===== src/inc/spi_instr_pkg.sv =====
/*
 * Shared constants and types of the serial peripheral test instrument:
 * register offsets, status field positions, host commands, transfer states
 * and the register access carrier.
 * Assumes the instrument network presents one register access per clock.
 */
package spi_instr_pkg;

    // Register offsets on the instrument access port
    localparam int unsigned ADDR_W          = 3;
    localparam logic [2:0]  OFS_IDENTIFIER  = 3'h0;
    localparam logic [2:0]  OFS_SCRATCH     = 3'h1;
    localparam logic [2:0]  OFS_DIVIDER     = 3'h2;
    localparam logic [2:0]  OFS_TARGET_IDX  = 3'h3;
    localparam logic [2:0]  OFS_OUTBOUND    = 3'h4;
    localparam logic [2:0]  OFS_INBOUND     = 3'h5;
    localparam logic [2:0]  OFS_LENGTH      = 3'h6;
    localparam logic [2:0]  OFS_COMPLETION  = 3'h7;

    // Completion register field position
    localparam int unsigned DONE_BIT        = 0;

    // Reset value of every host-visible register except the identifier
    localparam logic [7:0]  REG_RESET_VALUE = 8'h00;

    // Synthesis defaults
    localparam int unsigned DATA_WIDTH_DEF  = 8;
    localparam int unsigned DATA_WIDTH_MIN  = 8;
    localparam int unsigned TARGET_CNT_DEF  = 1;

    // Commands presented by the instrument network, held as a level
    typedef enum logic [1:0] {
        CMD_RUN   = 2'h0,
        CMD_STOP  = 2'h1,
        CMD_RESET = 2'h2
    } cmd_t;

    // Transfer sequencer states
    typedef enum logic [2:0] {
        ST_IDLE  = 3'h1,
        ST_SHIFT = 3'h2,
        ST_TAIL  = 3'h4
    } xfer_state_t;

    // One register access request
    typedef struct packed {
        logic              write;
        logic [ADDR_W-1:0] addr;
    } reg_req_t;

endpackage : spi_instr_pkg


===== src/rtl/sclk_tick_gen.sv =====
/*
 * Half-period tick generator for the serial clock.
 * Assumes enable_in comes from logic on the same clock; the counter restarts
 * whenever enable_in is low.
 */
module sclk_tick_gen #(
    parameter int unsigned WIDTH = spi_instr_pkg::DATA_WIDTH_DEF
) (
    input  wire logic             ref_clk_in,
    input  wire logic             reset_in,
    input  wire logic             enable_in,
    input  wire logic [WIDTH-1:0] divisor_in,
    output logic                  tick_out
);

    typedef struct packed {
        logic [WIDTH-1:0] count;
    } div_state_t;

    div_state_t state_q;
    div_state_t state_d;

    // One tick every divisor+1 clocks, so a full period is 2*(divisor+1)
    assign tick_out = enable_in && (state_q.count == divisor_in);

    always_comb begin
        state_d = state_q;
        if (!enable_in || tick_out) begin
            state_d.count = '0;
        end else begin
            state_d.count = state_q.count + WIDTH'(1);
        end
    end

    always_ff @(posedge ref_clk_in or posedge reset_in) begin
        if (reset_in) begin
            state_q <= '0;
        end else begin
            state_q <= state_d;
        end
    end

endmodule : sclk_tick_gen


===== src/rtl/spi_test_master.sv =====
/*
 * Serial peripheral master test instrument: register bank reached through
 * the instrument access port, transfer sequencer and serial pins.
 * Assumes register accesses and commands arrive from logic on ref_clk_in;
 * the serial data input is a pin and is synchronised here.
 * The data input lags two clocks behind the pin, so dividers of two and up
 * leave room to sample it; smaller dividers suit only slow targets.
 * A shift length above the word width is a host fault and is not guarded.
 * A target index with no matching select runs the frame with none asserted.
 * Commands other than run leave every register write unapplied.
 */
//
// Behaviour
// - Serial clock period equals 2*(divider+1) system clocks.
// - Writing a non-zero shift length starts a transfer.
// - Completion bit 0 reads one after transfer end, zero meanwhile.
// - Stop command abandons activity and returns to idle.
// - A change of presented command clears a completion flag set in an earlier cycle.
// - Reset command zeroes the host registers and returns the sequencer to idle.
// - Master drives every frame, shifting out and sampling in together.
// - Word width parameter, minimum eight, sizes data path and registers.
// - Number of target selects equals a target count parameter.
// - Parameter chooses active-high or active-low target selects.
// - Parameters fix serial clock idle level and sampling phase.
// - Target index register picks the one select asserted during transfer.
// - Outbound word register supplies bits shifted out next transfer.
// - Inbound word register holds bits captured in last completed transfer.
// - Scratch register reads back exactly what was written.
module spi_test_master #(
    parameter int unsigned   DATA_WIDTH       = spi_instr_pkg::DATA_WIDTH_DEF,
    parameter int unsigned   TARGET_COUNT     = spi_instr_pkg::TARGET_CNT_DEF,
    parameter bit            SELECT_ACT_HIGH  = 1'b0,
    parameter bit            CLOCK_IDLE_LEVEL = 1'b0,
    parameter bit            CLOCK_PHASE      = 1'b0,
    // Identification value is arbitrary
    parameter logic [7:0]    INSTR_ID         = 8'h5a
) (
    input  wire logic                          ref_clk_in,
    input  wire logic                          reset_in,
    input  wire spi_instr_pkg::cmd_t           cmd_in,
    input  wire spi_instr_pkg::reg_req_t       reg_req_in,
    input  wire logic [DATA_WIDTH-1:0]         reg_wdata_in,
    output logic      [DATA_WIDTH-1:0]         reg_rdata_out,
    input  wire logic                          miso_in,
    output logic                               mosi_out,
    output logic                               sclk_out,
    output logic      [TARGET_COUNT-1:0]       target_select_out
);

    localparam int unsigned W = DATA_WIDTH;
    localparam int unsigned N = TARGET_COUNT;
    // Phase zero captures on the leading edge, phase one on the trailing edge
    localparam bit          CAPTURE_LEADING = !CLOCK_PHASE;

    // Whole module state in one record
    typedef struct packed {
        logic [W-1:0]                scratch;
        logic [W-1:0]                divider;
        logic [W-1:0]                target_index;
        logic [W-1:0]                outbound;
        logic [W-1:0]                inbound;
        logic [W-1:0]                length;
        logic                        done;
        logic [W-1:0]                tx;
        logic [W-1:0]                rx;
        logic [W-1:0]                bits_left;
        logic                        sclk_lvl;
        logic                        mosi;
        logic [N-1:0]                select;
        logic [1:0]                  miso_sync;
        spi_instr_pkg::cmd_t         cmd_prev;
        spi_instr_pkg::xfer_state_t  state;
        logic [W-1:0]                rdata;
    } master_state_t;

    // Contents after reset_in and under the reset command
    localparam master_state_t RESET_STATE = '{
        scratch:      W'(spi_instr_pkg::REG_RESET_VALUE),
        divider:      W'(spi_instr_pkg::REG_RESET_VALUE),
        target_index: W'(spi_instr_pkg::REG_RESET_VALUE),
        outbound:     W'(spi_instr_pkg::REG_RESET_VALUE),
        inbound:      W'(spi_instr_pkg::REG_RESET_VALUE),
        length:       W'(spi_instr_pkg::REG_RESET_VALUE),
        done:         1'b0,
        tx:           '0,
        rx:           '0,
        bits_left:    '0,
        sclk_lvl:     1'b0,
        mosi:         1'b0,
        select:       '0,
        miso_sync:    2'h0,
        cmd_prev:     spi_instr_pkg::CMD_RUN,
        state:        spi_instr_pkg::ST_IDLE,
        rdata:        W'(spi_instr_pkg::REG_RESET_VALUE)
    };

    master_state_t state_q;
    master_state_t state_d;

    logic          tick;
    logic          busy;
    logic          run_cmd;
    logic          start;
    logic          sample_bit;
    logic          length_write;
    logic          cmd_changed;
    logic          last_bit;

    // Word width checked against the eight bit minimum at elaboration
    if (W < spi_instr_pkg::DATA_WIDTH_MIN) begin : g_width_check
        $error("data width below the eight bit register minimum");
    end

    // Index to one-hot select, no select for an index out of range
    function automatic logic [N-1:0] decode_target(input logic [W-1:0] index);
        logic [N-1:0] vec;
        vec = '0;
        for (int unsigned i = 0; i < N; i++) begin
            if (index == W'(i)) begin
                vec[i] = 1'b1;
            end
        end
        return vec;
    endfunction : decode_target

    // Capture one serial bit at the bottom of the receive word
    function automatic logic [W-1:0] shift_in(input logic [W-1:0] word,
                                              input logic         bit_in);
        return {word[W-2:0], bit_in};
    endfunction : shift_in

    // Left-align the programmed length so its top bit leaves first
    function automatic logic [W-1:0] align_tx(input logic [W-1:0] word,
                                              input logic [W-1:0] length);
        return word << (W'(W) - length);
    endfunction : align_tx

    // Serial pins at rest: clock idle, selects released, data low
    function automatic master_state_t park_pins(input master_state_t s);
        master_state_t p;
        p          = s;
        p.sclk_lvl = 1'b0;
        p.mosi     = 1'b0;
        p.select   = '0;
        return p;
    endfunction : park_pins

    // Read multiplexer; write-only registers read as zero
    function automatic logic [W-1:0] read_reg(input master_state_t s,
                                              input logic [2:0]    addr);
        logic [W-1:0] val;
        val = '0;
        case (addr)
            spi_instr_pkg::OFS_IDENTIFIER: begin
                val = W'(INSTR_ID);
            end
            spi_instr_pkg::OFS_SCRATCH: begin
                val = s.scratch;
            end
            spi_instr_pkg::OFS_DIVIDER: begin
                val = s.divider;
            end
            spi_instr_pkg::OFS_INBOUND: begin
                val = s.inbound;
            end
            spi_instr_pkg::OFS_LENGTH: begin
                val = s.length;
            end
            spi_instr_pkg::OFS_COMPLETION: begin
                val[spi_instr_pkg::DONE_BIT] = s.done;
            end
            default: begin
                val = '0;
            end
        endcase
        return val;
    endfunction : read_reg

    // Host register writes; read-only offsets are left untouched
    function automatic master_state_t apply_write(input master_state_t s,
                                                  input logic [2:0]    addr,
                                                  input logic [W-1:0]  data);
        master_state_t n;
        n = s;
        case (addr)
            spi_instr_pkg::OFS_SCRATCH: begin
                n.scratch = data;
            end
            spi_instr_pkg::OFS_DIVIDER: begin
                n.divider = data;
            end
            spi_instr_pkg::OFS_TARGET_IDX: begin
                n.target_index = data;
            end
            spi_instr_pkg::OFS_OUTBOUND: begin
                n.outbound = data;
            end
            spi_instr_pkg::OFS_LENGTH: begin
                n.length = data;
            end
            default: begin
                n = s;
            end
        endcase
        return n;
    endfunction : apply_write

    assign busy    = (state_q.state != spi_instr_pkg::ST_IDLE);
    assign run_cmd = (cmd_in == spi_instr_pkg::CMD_RUN);

    // A length write taken under the run command
    assign length_write = run_cmd && reg_req_in.write
                          && (reg_req_in.addr == spi_instr_pkg::OFS_LENGTH);
    // Start on a non-zero length write while idle
    assign start        = length_write && (reg_wdata_in != '0) && !busy;
    // Any new command level, whichever it is
    assign cmd_changed  = (cmd_in != state_q.cmd_prev);
    // Within the final programmed bit period, both half periods
    assign last_bit     = (state_q.bits_left == W'(1));

    // Second synchroniser stage only
    assign sample_bit = state_q.miso_sync[1];

    sclk_tick_gen #(
        .WIDTH      (W)
    ) u_tick (
        .ref_clk_in (ref_clk_in),
        .reset_in   (reset_in),
        .enable_in  (busy),
        .divisor_in (state_q.divider),
        .tick_out   (tick)
    );

    always_comb begin
        state_d = state_q;

        state_d.miso_sync = {state_q.miso_sync[0], miso_in};
        state_d.rdata     = read_reg(state_q, reg_req_in.addr);
        state_d.cmd_prev  = cmd_in;

        if (cmd_changed) begin
            state_d.done = 1'b0;
        end

        // Register writes
        if (reg_req_in.write && run_cmd) begin
            state_d = apply_write(state_d, reg_req_in.addr, reg_wdata_in);
        end

        case (state_q.state)
            spi_instr_pkg::ST_IDLE: begin
                state_d = park_pins(state_d);
                if (start) begin
                    state_d.tx        = align_tx(state_q.outbound,
                                                 reg_wdata_in);
                    state_d.rx        = '0;
                    state_d.bits_left = reg_wdata_in;
                    state_d.select    = decode_target(state_q.target_index);
                    state_d.done      = 1'b0;
                    state_d.state     = spi_instr_pkg::ST_SHIFT;
                    if (!CLOCK_PHASE) begin
                        state_d.mosi = state_d.tx[W-1];
                    end
                end
            end

            spi_instr_pkg::ST_SHIFT: begin
                if (tick) begin
                    state_d.sclk_lvl = !state_q.sclk_lvl;
                    if (!state_q.sclk_lvl) begin
                        // Leading edge
                        if (CAPTURE_LEADING) begin
                            state_d.rx = shift_in(state_q.rx, sample_bit);
                        end else begin
                            state_d.mosi = state_q.tx[W-1];
                            state_d.tx   = state_q.tx << 1;
                        end
                    end else begin
                        // Trailing edge closes one bit period
                        if (!CAPTURE_LEADING) begin
                            state_d.rx = shift_in(state_q.rx, sample_bit);
                        end
                        state_d.bits_left = state_q.bits_left - W'(1);
                        if (last_bit) begin
                            state_d.state = spi_instr_pkg::ST_TAIL;
                        end else if (!CLOCK_PHASE) begin
                            state_d.tx   = state_q.tx << 1;
                            state_d.mosi = state_q.tx[W-2];
                        end
                    end
                end
            end

            spi_instr_pkg::ST_TAIL: begin
                // Hold select one half period after the last edge
                if (tick) begin
                    state_d         = park_pins(state_d);
                    state_d.inbound = state_q.rx;
                    state_d.done    = 1'b1;
                    state_d.state   = spi_instr_pkg::ST_IDLE;
                end
            end

            default: begin
                state_d.state = spi_instr_pkg::ST_IDLE;
            end
        endcase

        // Stop abandons the frame; a done set this cycle still stands
        if (cmd_in == spi_instr_pkg::CMD_STOP) begin
            state_d.state    = spi_instr_pkg::ST_IDLE;
            state_d          = park_pins(state_d);
        end

        // Reset command restores the reset contents, keeping change tracking and the synchroniser
        if (cmd_in == spi_instr_pkg::CMD_RESET) begin
            state_d              = RESET_STATE;
            state_d.cmd_prev     = cmd_in;
            state_d.miso_sync    = {state_q.miso_sync[0], miso_in};
        end
    end

    always_ff @(posedge ref_clk_in or posedge reset_in) begin
        if (reset_in) begin
            state_q <= RESET_STATE;
        end else begin
            state_q <= state_d;
        end
    end

    assign reg_rdata_out = state_q.rdata;
    assign mosi_out      = state_q.mosi;
    // Internal clock level is zero at rest; polarity applied at the pin
    assign sclk_out      = state_q.sclk_lvl ^ CLOCK_IDLE_LEVEL;
    // Internal select is active high; polarity applied at the pin
    assign target_select_out = SELECT_ACT_HIGH ? state_q.select
                                               : ~state_q.select;

endmodule : spi_test_master


===== config.mk =====
export PLATFORM = sky130hd
export DESIGN_NAME = spi_test_master
export DESIGN_NICKNAME = d
export VERILOG_FILES = /design/src/inc/spi_instr_pkg.sv /design/src/rtl/sclk_tick_gen.sv /design/src/rtl/spi_test_master.sv
export SDC_FILE = /design/constraint.sdc
export NUM_CORES = 1
export LEC_CHECK = 0
export BUFFER_PORTS_ARGS = -buffer_cell sky130_fd_sc_hd__buf_2
export CAP_MARGIN = 20
export CORE_MARGIN = 2
export CORE_UTILIZATION = 45
export CTS_CLUSTER_DIAMETER = 50
export DETAILED_ROUTE_END_ITERATION = 8
export HOLD_SLACK_MARGIN = 0.12
export SKIP_LAST_GASP = 1
export SLEW_MARGIN = 25
export SYNTH_ARGS = -nofsm -noshare
export SYNTH_HDL_FRONTEND = slang
export SYNTH_SLANG_ARGS = --single-unit

===== constraint.sdc =====
create_clock -name ref_clk_in -period 3.2 [get_ports ref_clk_in]
set_clock_uncertainty 0.1 [all_clocks]
set_input_delay 0 -clock ref_clk_in [delete_from_list [all_inputs] [get_ports ref_clk_in]]
set_output_delay 0 -clock ref_clk_in [all_outputs]
set_load 0.005 [all_outputs]

==> results.md <==
- Status: finished with violations
- Failing checks: design-rule violations
- Final-report max-slew violation count: 0
- Worst R2R Setup Slack: 0.68 ns
- Starting density of the core: 46.5%
- Vias in the first global route: 4,367
- Pre-Repair DR Iteration Count: 7
- Vias/cell: 5.75
- Worst Setup Start Kind: input port
- Post-synthesis cell count: 589
- Cts repair resizes: 0
- Clock Path Buffers: 2
- Area of the die: 0.0128 mm2
- Post-synth top area share: 45.3%
- Vias post-DR: 4,345
- Share of cells above drive strength 1: a little under an eighth
- Final Cell Area: 0.00600 mm2
- R2R depth: 6
- Net Count, Synth: between 600 and 700
- Max layer used: met4
- Worst hold path class: input port to async pin
- IO Port Bufs: 27
- NumNets Final: 636
- Max Freq: roughly 0.38 GHz
- Least-Margin Pin Slew: 0.914 ns
- RSZ-0062 raised after global routing: false
- Clock Latency Late Sink: 0.35 ns
- Wire length of the first global-routing pass: 22.8 mm
- H-tree lvl count: 3
- Met2 wire length: 6.40 mm
- Commonest non-fill, non-tap cells in the layout: nand2_1 (122), dfrtp_1 (97), a21oi_1 (64), nor2_1 (42), buf_2 (27)
- Final setup TNS: 0 ns
- Reg-to-Reg End: state_q[37]$_DFFE_PP0P_
- Average size of a mapped cell: 9.09 um2
- Post-route ant nets: 0
- Met3 wire len: between 500 and 600 um
- Buf/Inv on CP: 3
- Period utilization: 83.2%
- Crit path capture type: register
- Most common library cell in the layout ignoring fill and taps: nand2_1
- Pre-CTS WS: ~0.7 ns
- CP Cell Sequence: dlygate4sd3_1, buf_2, inv_1, ha_1, mux2i_1, mux4_2, o31a_1, a211oi_1
- Reg clk slew, reported paths: 0.07 ns
- Fillers: between 1,000 and 1,500
- Antenna Cells: 0
- Die X: 113 um
- Initial antenna violation count: 0
- Synth unique cells: 62
- Slowest-stage cell, CP: ha_1
- CTS tree: built
- Largest net degree at the start of global routing: 51
- Wire length per cell: 18.1 um
- CTS Buf Count: 9
- Core area: 0.0115 mm2
- Final Hold Violating Endpoints: 0
- RR Startpoint: state_q[79]$_DFFE_PP0P_
- Top post-synthesis cells by area: dfrtp_1 (45%), nand2_1 (8.6%), a21oi_1 (6.0%), mux2i_1 (3.6%), nor2_1 (2.9%)
- Critical path type: input port to register
- Fin Hold WS: 0.142 ns
- Drt drc: 2
- Crit path DAT: 2.83 ns
- GP Congestion: 0.818
- Minimum clock period: roughly 2.7 ns
- Initial DRC count: 345
- Dpl hpwl: 9.24 mm
- # clock sinks: 98
- Synthesized flop and latch total: about 100
- Placed cell area: 0.00552 mm2
- Slowest Stage Delay on Critical Path: about 0.61 ns
- Post-synth ARST share: 100%
- P_leak: 2.68 nW
- Worst IR Drop VDD: between 200 and 250 uV
- Post-synth EDFFs: 0
- Max-slew headroom: 38.5%
- Layout area overhead: 12.0%
- CP delay by family, top: buffers and inverters
- Crit path required time: roughly 3.4 ns
- CP max FO: 18
- Post-synth top area cell: dfrtp_1
- MaxCap Viol Count: 0
- Root Buffer: clkbuf_16
- Total congestion overflow: 0
- Placement Rows: 39
- Gr usage total: 22.8%
- Top-level port count: 28
- Sequential fraction of the synthesis area: a little under half
- Fin worst setup slack: 0.537 ns
- Drt total wl: 13.7 mm
- Synth warn: 0
- Power consumption: 2.68 mW
- P per Cell Area: 447 mW/mm2
- Synthesized area: 0.00535 mm2
- DIE HEIGHT: 113 um
- Setup Viol. Count Final: 0
- Met1 WL: 6.39 mm
- Ys flop type: dfrtp_1
==> worst max-delay path by stage <==
stage / to / slack (ns) / start / depth (start not counted)
2_1_floorplan: mosi_out$_DFFE_PP0P_ / 0.54 / reset_in / 1
5_1_grt: mosi_out$_DFFE_PP0P_ / 0.35 / reg_wdata_in[0] / 8
3_3_place_gp: mosi_out$_DFFE_PP0P_ / 0.78 / reg_wdata_in[0] / 7
3_5_place_dp: state_q[37]$_DFFE_PP0P_ / 0.71 / state_q[79]$_DFFE_PP0P_ / 6
4_1_cts: mosi_out$_DFFE_PP0P_ / 0.54 / reg_wdata_in[0] / 8
6_report: mosi_out$_DFFE_PP0P_ / 0.54 / reg_wdata_in[0] / 8
==> what timing repair did <==
item                                   CTS  global route
setup buffers                            0             0
hold buffers                            16             0
endpoints found under the hold margin   96             0
==> per-stage QoR <==
step	utilization, %	instances
floorplan	-	589
global placement	47.9	724
CTS	52.1	755
finish	52.1	755
global route	52.1	755
detailed placement	47.9	724
==> cells in the mapped netlist (all sizes together) (6+ instances only) <==
cell,n
a21oi,64
a221o,9
a22oi,11
a31oi,6
buf,25
clkbuf,20
dfrtp,97
ha,11
inv,22
mux2i,19
nand2,122
nand3,12
nor2,44
nor3,11
nor4,10
o21ai,8
xnor2,7
xor2,16
==> logic make-up after synthesis <==
kind of cell	after synthesis	synth area share [%]
XOR/XNOR	23	3.76
buffers and inverters	67	5.75
adder cells (fa/ha/maj)	11	2.57
flip-flops	98	45.8
AO/OA/AOI/OAI	136	17.3
AND/OR/NAND/NOR	232	20.4
multiplexers	22	4.39
==> area by class of cell <==
cell class              count  area (um2)  share of cell area (%)
flip-flops and latches     98        2450                    40.9
clock buffers              12         267                    4.44
clock inverters             3        47.5                   0.793
inverters                  22        85.1                    1.42
multi-input cells         424        2590                    43.3
repair buffers             53         370                    6.18
well taps                 143         179                    2.98
==> per-layer routing <==
layer	track usage, %	vias up
met5	1.96	-
met4	11.1	0
met3	3.64	27
met2	36.2	105
met1	30.4	2122
li1	-	2091
==> sequential cells by signal (all words and copies together) (netlist names) <==
name            flops
u_tick.state_q      8
sample_bit          1
mosi_out            1
state_q            79
sclk_out            1
reg_rdata_out       8
==> power by group <==
| group | switching (mW) | total (mW) | internal, mW |
|---|---|---|---|
| Combinational | 0.171 | 0.261 | 0.0894 |
| Clock | 0.481 | 1.15 | 0.669 |
| Sequential | 0.0129 | 1.27 | 1.26 |
==> worst reg2reg max path, stage by stage, from the launching register on <==
cell and delay [ns]:
dfrtp_1 0.41, xor2_1 0.20, nor4_4 0.65, nand4_1 0.18, buf_4 0.22, a22o_1 0.27
a221o_1 0.38
No activity file was read; power rests on OpenSTA's default activity.
